--- src/design/flash_host_pkg.sv ---
// constants, types and command table of the serial flash host controller
package flash_host_pkg;

    // ****************
    // timing
    // ****************
    localparam int CLK_NS = 50;
    localparam int SCK_HALF_NS = 200;
    localparam int SCK_HALF_CYC = (SCK_HALF_NS + CLK_NS - 1) / CLK_NS;
    localparam int GAP_NS = 200;
    localparam int GAP_CYC = (GAP_NS + CLK_NS - 1) / CLK_NS;
    localparam logic [2:0] TICK_LAST = 3'(SCK_HALF_CYC - 1);
    localparam logic [2:0] GAP_LAST = 3'(GAP_CYC - 1);

    // ****************
    // operation codes
    // ****************
    localparam logic [7:0] OP_WREN = 8'h06;
    localparam logic [7:0] OP_WRDI = 8'h04;
    localparam logic [7:0] OP_RD_VLOCK = 8'hE8;
    localparam logic [7:0] OP_WR_VLOCK = 8'hE5;
    localparam logic [7:0] OP_RD_NVLOCK = 8'hE2;
    localparam logic [7:0] OP_WR_NVLOCK = 8'hE3;
    localparam logic [7:0] OP_ER_NVLOCK = 8'hE4;
    localparam logic [7:0] OP_RD_FREEZE = 8'hA7;
    localparam logic [7:0] OP_WR_FREEZE = 8'hA6;
    localparam logic [7:0] OP_DPD_ENTER = 8'hB9;
    localparam logic [7:0] OP_DPD_EXIT = 8'hAB;
    localparam logic [7:0] OP_RD_GPR = 8'h96;
    localparam logic [7:0] OP_RD_SFDP = 8'h5A;

    // ****************
    // register map
    // ****************
    localparam logic [4:0] REG_CTRL = 5'h00;
    localparam logic [4:0] REG_ADDR = 5'h04;
    localparam logic [4:0] REG_WDATA = 5'h08;
    localparam logic [4:0] REG_RDATA = 5'h0C;
    localparam logic [4:0] REG_STATUS = 5'h10;
    localparam int CTRL_OP_LSB = 0;
    localparam int CTRL_PROTO_LSB = 8;
    localparam int CTRL_LEN_LSB = 10;
    localparam logic [2:0] LEN_MAX = 3'h4;
    localparam logic [1:0] PROTO_EXT = 2'h0;
    localparam logic [1:0] PROTO_BAD = 2'h3;
    localparam logic [3:0] FIXED_DUMMY = 4'h8;
    localparam logic [2:0] ADDR_SHORT = 3'h3;
    localparam logic [2:0] ADDR_LONG = 3'h4;

    typedef enum logic [1:0] {DIR_NONE = 2'h0, DIR_IN = 2'h1, DIR_OUT = 2'h2} dir_t;

    typedef enum logic [2:0] {
        PH_IDLE = 3'h0,
        PH_CODE = 3'h1,
        PH_ADDR = 3'h3,
        PH_DUMMY = 3'h2,
        PH_DATA = 3'h6,
        PH_GAP = 3'h7
    } phase_t;

    typedef struct packed {
        logic known;
        logic [2:0] addr_bytes;
        logic [3:0] dummy;
        dir_t dir;
        logic one_byte;
        logic needs_wel;
        logic ext_only;
    } cmd_info_t;

    function automatic cmd_info_t cmd_lookup(input logic [7:0] op);
        cmd_info_t c;
        c = '{known: 1'b1, addr_bytes: 3'h0, dummy: 4'h0, dir: DIR_NONE,
              one_byte: 1'b0, needs_wel: 1'b0, ext_only: 1'b0};
        case (op)
            OP_WREN, OP_WRDI, OP_DPD_ENTER, OP_DPD_EXIT: ;
            OP_RD_VLOCK: begin
                c.addr_bytes = ADDR_SHORT;
                c.dir = DIR_IN;
            end
            OP_WR_VLOCK: begin
                c.addr_bytes = ADDR_SHORT;
                c.dir = DIR_OUT;
                c.one_byte = 1'b1;
                c.needs_wel = 1'b1;
            end
            OP_RD_NVLOCK: begin
                c.addr_bytes = ADDR_LONG;
                c.dir = DIR_IN;
            end
            OP_WR_NVLOCK: begin
                c.addr_bytes = ADDR_LONG;
                c.needs_wel = 1'b1;
            end
            OP_ER_NVLOCK, OP_WR_FREEZE: c.needs_wel = 1'b1;
            OP_RD_FREEZE: begin
                c.dir = DIR_IN;
                c.ext_only = 1'b1;
            end
            OP_RD_GPR: begin
                c.dummy = FIXED_DUMMY;
                c.dir = DIR_IN;
            end
            OP_RD_SFDP: begin
                c.addr_bytes = ADDR_SHORT;
                c.dummy = FIXED_DUMMY;
                c.dir = DIR_IN;
            end
            default: c.known = 1'b0;
        endcase
        return c;
    endfunction

endpackage

--- src/design/flash_host.sv ---
// serial flash host controller: register slave and command sequencer
// Functional notes
// - code phase uses 1, 2 or 4 lanes
// - address and data lanes fixed per command
// - general register read: always eight dummy clocks
// - discovery read: always eight dummy clocks
// - protection writes need prior write enable
// - E8h: three address bytes, streamed data
// - E5h: three address bytes, one byte
// - E2h: four address bytes, streamed data
// - E3h: four address bytes, no data
// - E4h: code only, needs write enable
// - A7h read only in single-lane protocol
// - A6h: code only, needs write enable
// - B9h and ABh are code only
//
// Added by the designer: the Avalon-MM slave port and the placing of the registers.
`timescale 1ns/10ps
`default_nettype none
module flash_host
    import flash_host_pkg::*;
(
    input wire logic clk_i,
    input wire logic rst_n_i,
    input wire logic ce_i,
    input wire logic [4:0] avs_address_i,
    input wire logic avs_read_i,
    input wire logic avs_write_i,
    input wire logic [31:0] avs_writedata_i,
    input wire logic [3:0] avs_byteenable_i,
    output logic [31:0] avs_readdata_o,
    output logic avs_waitrequest_o,
    output logic sel_n_o,
    output logic sclk_o,
    output logic [3:0] io_lanes_o,
    output logic [3:0] io_lanes_oe_o,
    input wire logic [3:0] io_lanes_i
);

    // ****************
    // state
    // ****************
    typedef struct packed {
        phase_t ph;
        logic [2:0] tick;
        logic hi;
        logic [5:0] clks;
        logic [3:0] dcnt;
        logic [31:0] sh;
        logic [31:0] rx;
        logic [7:0] op;
        logic [1:0] proto;
        logic [2:0] len;
        cmd_info_t info;
        logic [31:0] addr;
        logic [31:0] wdata;
        logic [31:0] rdata;
        logic wel;
        logic ref_wel;
        logic ref_op;
        logic sel_n;
        logic sclk;
        logic [3:0] io_out;
        logic [3:0] io_oe;
        logic waitreq;
        logic [31:0] readdata;
        logic [3:0] s1;
        logic [3:0] s2;
    } state_t;

    localparam state_t RST = '{ph: PH_IDLE, tick: 3'h0, hi: 1'b0, clks: 6'h0, dcnt: 4'h0,
        sh: 32'h0, rx: 32'h0, op: 8'h0, proto: 2'h0, len: 3'h0, info: '0,
        addr: 32'h0, wdata: 32'h0, rdata: 32'h0, wel: 1'b0, ref_wel: 1'b0,
        ref_op: 1'b0, sel_n: 1'b1, sclk: 1'b0, io_out: 4'h0, io_oe: 4'h0,
        waitreq: 1'b1, readdata: 32'h0, s1: 4'h0, s2: 4'h0};

    state_t st;
    state_t next_st;
    logic start_req;
    logic ci_needs_wel;

    // ****************
    // lane helpers
    // ****************
    function automatic logic [3:0] lane_mask(input logic [1:0] p);
        case (p)
            2'h0: return 4'h1;
            2'h1: return 4'h3;
            default: return 4'hF;
        endcase
    endfunction

    function automatic logic [3:0] lane_bits(input logic [31:0] s, input logic [1:0] p);
        case (p)
            2'h0: return {3'h0, s[31]};
            2'h1: return {2'h0, s[31:30]};
            default: return s[31:28];
        endcase
    endfunction

    function automatic logic [3:0] lane_in(input logic [3:0] s, input logic [1:0] p);
        case (p)
            2'h0: return {3'h0, s[1]};
            2'h1: return {2'h0, s[1:0]};
            default: return s;
        endcase
    endfunction

    // ****************
    // next state
    // ****************
    always_comb begin
        cmd_info_t ci;
        logic [2:0] rq;
        logic [31:0] sh_n;
        logic [31:0] rx_n;
        logic [5:0] w;
        ci = cmd_lookup(avs_writedata_i[CTRL_OP_LSB +: 8]);
        ci_needs_wel = ci.needs_wel;
        rq = avs_writedata_i[CTRL_LEN_LSB +: 3];
        sh_n = 32'h0;
        rx_n = 32'h0;
        next_st = st;
        next_st.s1 = io_lanes_i;
        next_st.s2 = st.s1;
        next_st.waitreq = 1'b1;
        w = 6'h1 << st.proto;
        start_req = avs_write_i && !st.waitreq && avs_address_i == REG_CTRL
            && avs_byteenable_i[0] && st.ph == PH_IDLE;

        // bus slave, answer one cycle after the request appears
        if ((avs_read_i || avs_write_i) && st.waitreq) begin
            next_st.waitreq = 1'b0;
            case (avs_address_i)
                REG_CTRL: next_st.readdata = {19'h0, st.len, st.proto, st.op};
                REG_ADDR: next_st.readdata = st.addr;
                REG_WDATA: next_st.readdata = st.wdata;
                REG_RDATA: next_st.readdata = st.rdata;
                REG_STATUS: next_st.readdata = {28'h0, st.ref_op, st.ref_wel, st.wel,
                    st.ph != PH_IDLE};
                default: next_st.readdata = 32'h0;
            endcase
        end
        if (avs_write_i && !st.waitreq) begin
            for (int b = 0; b < 4; b++) begin
                if (avs_byteenable_i[b] && avs_address_i == REG_ADDR) begin
                    next_st.addr[8*b +: 8] = avs_writedata_i[8*b +: 8];
                end
                if (avs_byteenable_i[b] && avs_address_i == REG_WDATA) begin
                    next_st.wdata[8*b +: 8] = avs_writedata_i[8*b +: 8];
                end
            end
        end

        // command launch
        if (start_req) begin
            next_st.op = avs_writedata_i[CTRL_OP_LSB +: 8];
            next_st.proto = avs_writedata_i[CTRL_PROTO_LSB +: 2];
            next_st.info = ci;
            next_st.ref_op = 1'b0;
            next_st.ref_wel = 1'b0;
            if (ci.dir == DIR_NONE) begin
                next_st.len = 3'h0;
            end else if (ci.one_byte || rq == 3'h0) begin
                next_st.len = 3'h1;
            end else if (rq > LEN_MAX) begin
                next_st.len = LEN_MAX;
            end else begin
                next_st.len = rq;
            end
            if (!ci.known || next_st.proto == PROTO_BAD
                    || (ci.ext_only && next_st.proto != PROTO_EXT)) begin
                next_st.ref_op = 1'b1;
            end else if (ci.needs_wel && !st.wel) begin
                next_st.ref_wel = 1'b1;
            end else begin
                next_st.ph = PH_CODE;
                next_st.sel_n = 1'b0;
                next_st.sh = {next_st.op, 24'h0};
                next_st.clks = 6'h8 >> next_st.proto;
                next_st.io_out = lane_bits(next_st.sh, next_st.proto);
                next_st.io_oe = lane_mask(next_st.proto);
                next_st.tick = 3'h0;
                next_st.hi = 1'b0;
                if (ci.needs_wel || next_st.op == OP_WRDI) begin
                    next_st.wel = 1'b0;
                end
            end
        end

        // bit engine, device samples on the rising edge
        if (st.ph == PH_GAP) begin
            if (st.tick == GAP_LAST) begin
                next_st.ph = PH_IDLE;
            end else begin
                next_st.tick = st.tick + 3'h1;
            end
        end else if (st.ph != PH_IDLE) begin
            if (st.tick != TICK_LAST) begin
                next_st.tick = st.tick + 3'h1;
            end else if (!st.hi) begin
                next_st.tick = 3'h0;
                next_st.hi = 1'b1;
                next_st.sclk = 1'b1;
                if (st.ph == PH_DUMMY) begin
                    next_st.dcnt = st.dcnt + 4'h1;
                end
            end else begin
                next_st.tick = 3'h0;
                next_st.hi = 1'b0;
                next_st.sclk = 1'b0;
                rx_n = (st.rx << w) | {28'h0, lane_in(st.s2, st.proto)};
                if (st.ph == PH_DATA && st.info.dir == DIR_IN) begin
                    next_st.rx = rx_n;
                end
                next_st.clks = st.clks - 6'h1;
                sh_n = st.sh << w;
                next_st.sh = sh_n;
                next_st.io_out = lane_bits(sh_n, st.proto);
                if (st.clks == 6'h1) begin
                    if (st.ph == PH_CODE && st.info.addr_bytes != 3'h0) begin
                        next_st.ph = PH_ADDR;
                        sh_n = (st.info.addr_bytes == ADDR_LONG) ? st.addr
                            : {st.addr[23:0], 8'h00};
                        next_st.sh = sh_n;
                        next_st.clks = {st.info.addr_bytes, 3'h0} >> st.proto;
                        next_st.io_out = lane_bits(sh_n, st.proto);
                    end else if ((st.ph == PH_CODE || st.ph == PH_ADDR)
                            && st.info.dummy != 4'h0) begin
                        next_st.ph = PH_DUMMY;
                        next_st.clks = {2'h0, st.info.dummy};
                        next_st.dcnt = 4'h0;
                        next_st.io_oe = 4'h0;
                    end else if (st.ph != PH_DATA && st.info.dir != DIR_NONE) begin
                        next_st.ph = PH_DATA;
                        next_st.clks = {st.len, 3'h0} >> st.proto;
                        next_st.rx = 32'h0;
                        next_st.sh = st.wdata;
                        next_st.io_out = lane_bits(st.wdata, st.proto);
                        next_st.io_oe = (st.info.dir == DIR_OUT) ? lane_mask(st.proto) : 4'h0;
                    end else begin
                        next_st.ph = PH_GAP;
                        next_st.sel_n = 1'b1;
                        next_st.io_oe = 4'h0;
                        if (st.op == OP_WREN) begin
                            next_st.wel = 1'b1;
                        end
                        if (st.ph == PH_DATA && st.info.dir == DIR_IN) begin
                            next_st.rdata = rx_n;
                        end
                    end
                end
            end
        end
    end

    always_ff @(posedge clk_i or negedge rst_n_i) begin
        if (!rst_n_i) begin
            st <= RST;
        end else if (ce_i) begin
            st <= next_st;
        end
    end

    assign avs_readdata_o = st.readdata;
    assign avs_waitrequest_o = st.waitreq;
    assign sel_n_o = st.sel_n;
    assign sclk_o = st.sclk;
    assign io_lanes_o = st.io_out;
    assign io_lanes_oe_o = st.io_oe;

    // ****************
    // checks
    // ****************
    chk_code_lanes: assert property (@(posedge clk_i) disable iff (!rst_n_i)
        st.ph == PH_CODE |-> st.io_oe == lane_mask(st.proto))
        else $error("code phase lane enables wrong");

    chk_write_lanes: assert property (@(posedge clk_i) disable iff (!rst_n_i)
        (st.ph == PH_DATA && st.info.dir == DIR_OUT) |-> st.io_oe == lane_mask(st.proto))
        else $error("write data lane enables wrong");

    chk_dummy_eight: assert property (@(posedge clk_i) disable iff (!rst_n_i)
        (ce_i && st.ph == PH_DUMMY && next_st.ph != PH_DUMMY
            && (st.op == OP_RD_GPR || st.op == OP_RD_SFDP)) |-> st.dcnt == FIXED_DUMMY)
        else $error("fixed dummy count not eight");

    chk_wel_gate: assert property (@(posedge clk_i) disable iff (!rst_n_i)
        (ce_i && start_req && ci_needs_wel && !st.wel
            && avs_writedata_i[CTRL_PROTO_LSB +: 2] != PROTO_BAD)
        |=> (st.ph == PH_IDLE && st.ref_wel))
        else $error("command sent without write enable");

    chk_vlock_addr: assert property (@(posedge clk_i) disable iff (!rst_n_i)
        (ce_i && st.ph == PH_CODE && next_st.ph == PH_ADDR
            && (st.op == OP_RD_VLOCK || st.op == OP_WR_VLOCK))
        |=> st.clks == (6'd24 >> st.proto))
        else $error("volatile lock address not three bytes");

    chk_nvlock_addr: assert property (@(posedge clk_i) disable iff (!rst_n_i)
        (ce_i && st.ph == PH_CODE && next_st.ph == PH_ADDR
            && (st.op == OP_RD_NVLOCK || st.op == OP_WR_NVLOCK))
        |=> st.clks == (6'd32 >> st.proto))
        else $error("nonvolatile lock address not four bytes");

    chk_vlock_byte: assert property (@(posedge clk_i) disable iff (!rst_n_i)
        (st.ph == PH_DATA && st.op == OP_WR_VLOCK) |-> st.len == 3'h1)
        else $error("volatile lock write not one byte");

    chk_code_only: assert property (@(posedge clk_i) disable iff (!rst_n_i)
        (ce_i && st.ph == PH_CODE && next_st.ph != PH_CODE
            && (st.op == OP_ER_NVLOCK || st.op == OP_WR_FREEZE
                || st.op == OP_DPD_ENTER || st.op == OP_DPD_EXIT))
        |=> (st.ph == PH_GAP && st.sel_n))
        else $error("code-only command grew extra phases");

    chk_freeze_ext: assert property (@(posedge clk_i) disable iff (!rst_n_i)
        (ce_i && start_req && avs_writedata_i[7:0] == OP_RD_FREEZE
            && avs_writedata_i[CTRL_PROTO_LSB +: 2] != PROTO_EXT)
        |=> (st.ref_op && st.ph == PH_IDLE))
        else $error("freeze read allowed outside single lane");

    chk_wait_pulse: assert property (@(posedge clk_i) disable iff (!rst_n_i)
        (ce_i && !st.waitreq) |=> st.waitreq)
        else $error("waitrequest low longer than one cycle");

    cov_vlock_read: cover property (@(posedge clk_i) disable iff (!rst_n_i)
        st.ph == PH_DATA && st.op == OP_RD_VLOCK && next_st.ph == PH_GAP);
    cov_vlock_write: cover property (@(posedge clk_i) disable iff (!rst_n_i)
        st.ph == PH_DATA && st.op == OP_WR_VLOCK && next_st.ph == PH_GAP);
    cov_wel_refused: cover property (@(posedge clk_i) disable iff (!rst_n_i)
        st.ref_wel);
    cov_gpr_dummy: cover property (@(posedge clk_i) disable iff (!rst_n_i)
        st.ph == PH_DUMMY && st.op == OP_RD_GPR);

endmodule // flash_host
`default_nettype wire

--- config.mk ---
export PLATFORM = sky130hd
export DESIGN_NAME = flash_host
export DESIGN_NICKNAME = d
export VERILOG_FILES = /design/src/design/flash_host_pkg.sv /design/src/design/flash_host.sv
export SDC_FILE = /design/constraint.sdc
export NUM_CORES = 1
export LEC_CHECK = 0
export ABC_AREA = 1
export BUFFER_PORTS_ARGS = -buffer_cell sky130_fd_sc_hd__buf_4
export CAP_MARGIN = 20
export CORE_UTILIZATION = 40
export CTS_BUF_LIST = sky130_fd_sc_hd__clkbuf_4 sky130_fd_sc_hd__clkbuf_8
export CTS_CLUSTER_DIAMETER = 30
export CTS_CLUSTER_SIZE = 16
export DETAILED_ROUTE_END_ITERATION = 8
export PLACE_DENSITY = 0.59
export SETUP_SLACK_MARGIN = 0.3
export SLEW_MARGIN = 40
export SYNTH_ARGS = -nofsm -noshare
export SYNTH_HDL_FRONTEND = slang
export SYNTH_SLANG_ARGS = --single-unit
--- constraint.sdc ---
create_clock -name clk_i -period 3.02 [get_ports clk_i]
set_input_delay 0.302 -clock clk_i [delete_from_list [all_inputs] [get_ports clk_i]]
set_output_delay 0.302 -clock clk_i [all_outputs]
set_load 0.02 [all_outputs]
* Word level (Yosys, flattened, before mapping)
Index checks and enable logic that the tools add are counted.
** Storage, ports and cells
- Logic and storage cells :: 246
- Flip-flop bits (word level) :: 253
- Input bits :: 50
- Output and inout bits :: 43
** Cells by class
- Add/sub/neg operators :: 3
- $lt $le $gt $ge :: 1
- Muxes and demuxes :: 101
- Bitwise logic cells :: 6
- Eq/ne operators :: 36
- Shifts and indexed selects :: 6
- Reductions and logical operators :: 60
** Operators with widths (count)
- $mux W32 :: 11
- $mux W64 :: 3
- $pmux W32 S5 :: 1
- $mux W75 :: 2
- $mux W81 :: 1
- $eq A8 B8 Y1 const B :: 10
- $mux W74 :: 1
- $mux W4 :: 17
- $shl A32 B6 Y32 :: 2
- $pmux W4 S2 :: 7
- $mux W8 :: 5
- $mux W13 :: 3
- $mux W3 :: 11
- $mux W33 :: 1
- $or A32 B4 Y32 :: 1
- $mux W10 :: 3
- $mux W6 :: 5
- $mux W1 :: 27
- $eq A8 B3 Y1 const B :: 3
- $reduce_and A3 Y1 :: 8
- $logic_and A1 B1 Y1 :: 19
- $reduce_or A13 Y1 :: 1
- $shr A6 B2 Y6 :: 2
- $eq A5 B4 Y1 const B :: 2
- other kinds (40) :: 67

* Longest topological paths before layout
- Depth after elaboration :: 20
- Depth in mapped cells :: 14
- Mapped depth without buffers :: 14

* Worst setup path before layout
OpenSTA, ideal clock, no wires.
- Path kind :: register to register
- Start point :: register st[245] (netlist name)
- End point :: register st[72] (netlist name)
- Setup time :: 127 ps
- Clock period less this slack :: 1892 ps
- Path slack :: 1128 ps
- Buffers on the path :: 1
- Cell stages (with the launch flop) :: 9
- Data arrival time :: 1765 ps
- Required time :: 2893 ps
- Path through :: dfrtp_1 > inv_1 > ha_1 > nand4_2 > nor2_2 > inv_2 > nor3_2 > buf_4 > mux2_1
** On the way
- Cells in the longest elaborated chain, start to end :: 2
** Ends and longest elaborated chain
- start, declared :: RTL line flash_host.sv:77 : state_t st;
- start signal, assigned :: RTL line flash_host.sv:261 : st <= next_st;
- $eq A6 B1 Y1 :: RTL line flash_host.sv:220 : if (st.clks == 6'h1) begin
- $reduce_and A10 Y1 (no line)
Every way passes these cells.
A chain may end at the register's enable or synchronous reset.

* Worst setup path in the final report
- Start point :: register st[245] (netlist name)
- End point :: register st, in the netlist io_lanes_o[1]
** On the way
- Cells in the longest elaborated chain, start to end :: 6
** Ends and longest elaborated chain
- $eq A6 B1 Y1 :: RTL line flash_host.sv:220
- $mux W8 :: RTL line flash_host.sv:220
- $mux W8 :: RTL line flash_host.sv:201 : end else if (!st.hi) begin
- $mux W10 :: RTL line flash_host.sv:199 : if (st.tick != TICK_LAST) begin
- $mux W10 :: RTL line flash_host.sv:198 : end else if (st.ph != PH_IDLE) begin
- $mux W10 :: RTL line flash_host.sv:192 : if (st.ph == PH_GAP) begin
Every way passes these cells.

==> metrics.md <==
| Metric | Value |
|---|---|
| # rows | `69` |
| # port buffers | `92` |
| Hpwl dp | `38.84 mm` |
| Status | `complete, no violations` |
| DIE WIDTH | `roughly 190 µm` |
| Layout area overhead | `19.82%` |
| Arr. time, crit path | `about 3.1 ns` |
| CTS Buf Count | `61` |
| Layout Nets | `2,090` |
| Share of cells above drive strength 1 | `0.1579` |
| Worst-path fanout max | `16` |
| Worst-margin pin slew | `0.8486 ns` |
| Cell count after synthesis | `1,941` |
| WL final | `between 50 and 60 mm` |
| Fillers | `3,564` |
| I/O Pins | `93` |
| Cell Count Post-Placement | `between 2k and 2.5k` |
| Hold_sp | `avs_writedata_i[8]` |
| Clk root buf | `clkbuf_8` |
| Post-CTS Setup Bufs | `0` |
| Worst-path clk slew | `approximately 0.050 ns` |
| Synth Flop Type | `dfrtp_1` |
| Ys Warns | `0` |
| Finished Layout Cells | `2,551` |
| Die ar. | `0.03682 mm²` |
| GPL Wtd Cong | `0.9503` |
| Maximum vdd drop | `between 0.5 and 0.6 mV` |
| Post-synth EDFFs | `0` |
| Core ar. | `between 0.03 and 0.04 mm²` |
| Iter 0 DRT Violations | `1,670` |
| CTS sink cnt | `~240` |
| #FFs+latches synth | `244` |
| Worst r2r src | `st[245]` |
| Number of global-route vias before repair | `13.68k` |
| Fin crit share | `0.8451` |
| WS Path Type | `reg -> reg` |
| Distinct cells, synth | `slightly above 60` |
| RSZ-0062 raised after global routing | `false` |
| Vias per inst | `5.639` |
| Diodes inserted | `0` |
| Total grt overflow | `0` |
| Initial Util | `0.4065` |
| HP Class | `in -> reg` |
| Detailed-route via count | `14.39k` |
| Synthesized area | `0.01442 mm²` |
| Seq/Total Area, Yosys | `0.4235` |
| R2R setup slack | `0.47 ns` |
| Total GRT Usage | `0.2971` |
| Syn_nets | `around 2k` |
| Worst Hold End | `st[166]` |
| Pwr Density | `786.0 mW/mm²` |
| Fmax | `391.8 MHz` |
| Worst r2r path cells | `12` |
| Final setup fails | `0` |
| Register area | `0.006108 mm²` |
| MaxCap Viol Count | `0` |
| WL per Instance | `21.10 µm` |
| Power Total | `13,580 µW` |
| P_leak | `0.008081 µW` |
| Hold Fails Final Rpt | `0` |
| Routed Antenna Nets | `0` |
| Hold Path Stages | `3` |
| CTS H-tree depth | `2` |
| Syn avg cell area | `~7.4 µm²` |
| Normalized max-slew margin | `0.4283` |
| Pins Over Slew Limit | `0` |
| Multi-input logic area | `0.006753 mm²` |
| Period minus WS final | `2.552 ns` |
| Initial antenna violation count | `0` |
| Largest net degree at the start of global routing | `88` |
| Die Y | `191.9 µm` |
| Startpoint types | `flip-flop` |
| CP endpoint kind | `flip-flop` |
| First-pass GRT wire length | `82.32 mm` |
| First-pass detailed-route iteration total | `5` |
| FF-to-FF End | `io_lanes_o[1]` |
| Worst skew pair latency | `0.67 ns` |
| Worst Path Required | `3.60 ns` |
| Clock buffer depth | `3` |
| DRC | `0` |
| TNS Setup | `0 ns` |
| Post-route clock skew | `between 0.03 and 0.04 ns` |
| CTS tree | `done` |
| Ys async rst share | `1.000` |
[state kept, by name, indices dropped and copies added, names as in the netlist]
register           cells
avs_waitrequest_o      1
io_lanes_oe_o          4
st                   197
io_lanes_o             4
avs_readdata_o        32
sel_n_o                1
sclk_o                 1
next_st                4
[synthesized netlist by cell type (7+ instances only)]
cell type	instances	share of area
dfrtp_1	242	0.42
buf_2	34	0.012
o211ai_1	20	0.010
nand3_1	83	0.029
buf_4	47	0.024
a221oi_1	23	0.014
o21ai_1	18	0.0062
buf_1	8	0.0021
nand2_1	495	0.13
o221ai_1	20	0.012
a21oi_1	107	0.037
a31oi_1	8	0.0035
inv_2	13	0.0034
o22ai_1	71	0.031
o21ai_2	7	0.0043
o2111ai_1	11	0.0067
nand2_2	7	0.0030
clkbuf_1	55	0.014
inv_1	189	0.049
nor2_2	8	0.0035
nor3_1	12	0.0042
a211oi_1	7	0.0036
nand4_1	8	0.0035
a22oi_1	7	0.0036
o21ai_0	250	0.087
nor2_1	123	0.032
[routing by layer]
| metal | vias up | track usage | share of wire |
|---|---|---|---|
| met4 | 0 | 0.1740 | 0.056 |
| met5 | - | 0 | 0 |
| li1 | 6732 | - | - |
| met2 | 654 | 0.4483 | 0.44 |
| met3 | 131 | 0.05262 | 0.076 |
| met1 | 6869 | 0.3982 | 0.43 |
[cells by family (layout without fill, tap and decap cells)]
group / after synthesis / in the layout / share of synthesized area
simple gates: 759 / 759 / 0.2240
compound gates: 573 / 573 / 0.2344
fa+ha+maj: 3 / 3 / 0.002603
mux: 5 / 5 / 0.003730
buf+inv: 354 / 503 / 0.1099
xor+xnor: 3 / 3 / 0.001822
flops: 244 / 244 / 0.4235
[power breakdown]
group | internal, µW | total [µW] | switching [µW] | leakage [µW]
logic | 1320 | 3820 | 2500 | 0.00407
clock network | 3360 | 5220 | 1860 | 0.000794
registers | 3870 | 4540 | 676 | 0.00321
[how the worst max path moves through the flow]
| stage | start | end | slack, ns |
|---|---|---|---|
| finish | st[245] | io_lanes_o[1] | 0.47 |
| global route | st[245] | st[190] | 0.32 |
| CTS | st[245] | st[190] | 0.37 |
| detailed placement | st[245] | st[190] | 0.41 |
| global placement | avs_writedata_i[6] | st[224] | 0.44 |
| floorplan | st[245] | st[72] | 1.13 |
[area by class of cell]
type,instances,share of cell area
Clock buffer,76,0.05836
Tap cell,461,0.03338
Sequential cell,244,0.3535
Timing Repair Buffer,182,0.08543
Multi-Input combinational cell,1343,0.3907
Clock inverter,40,0.03410
Inverter,205,0.04453
[layout by cell type, fill, tap and decap left out, types with 10 or more instances in the layout]
master	count
buf_4	148
nor3_1	12
a221oi_1	23
clkbuf_8	70
inv_2	13
nand3_1	83
o211ai_1	20
a21oi_1	107
dfrtp_1	242
nor2_1	121
o221ai_1	20
dlygate4sd3_1	31
bufinv_16	13
nor2_2	10
o2111ai_1	11
o22ai_1	71
inv_1	189
nand2_1	495
o21ai_1	18
clkinv_4	10
o21ai_0	250
[repair_timing]
item / in CTS / in global routing
gates resized for setup: 0 / 1
hold buffers: 31 / 0
endpoints found under the hold margin: 138 / 0
setup endpoints to repair: 0 / 11
[metrics by stage]
step	utilization	instance area, µm²	worst slack [ns]	hold slack [ns]
final	0.4870	17280	0.4677	0.01974
after global routing	0.4870	17280	0.3172	0.02383
after CTS	0.4867	17270	0.3743	0.01467
after detailed placement	0.4329	15360	0.4108	0.3500
after global placement	0.4328	15360	0.4406	0.3465
after floorplan	-	14420	1.128	0.006409
[worst max-delay path: stages (launching register included)]
cell	delay (ns)
dfrtp_1	0.41
inv_1	0.09
ha_1	0.23
nand4_2	0.31
nor2_4	0.54
inv_1	0.19
nor2_1	0.17
a21oi_1	0.06
nand2_1	0.17
nand2_1	0.08
nand3_1	0.08
nand3_1	0.07
inv_1	0.05
Power figures use the tool's default switching activity.
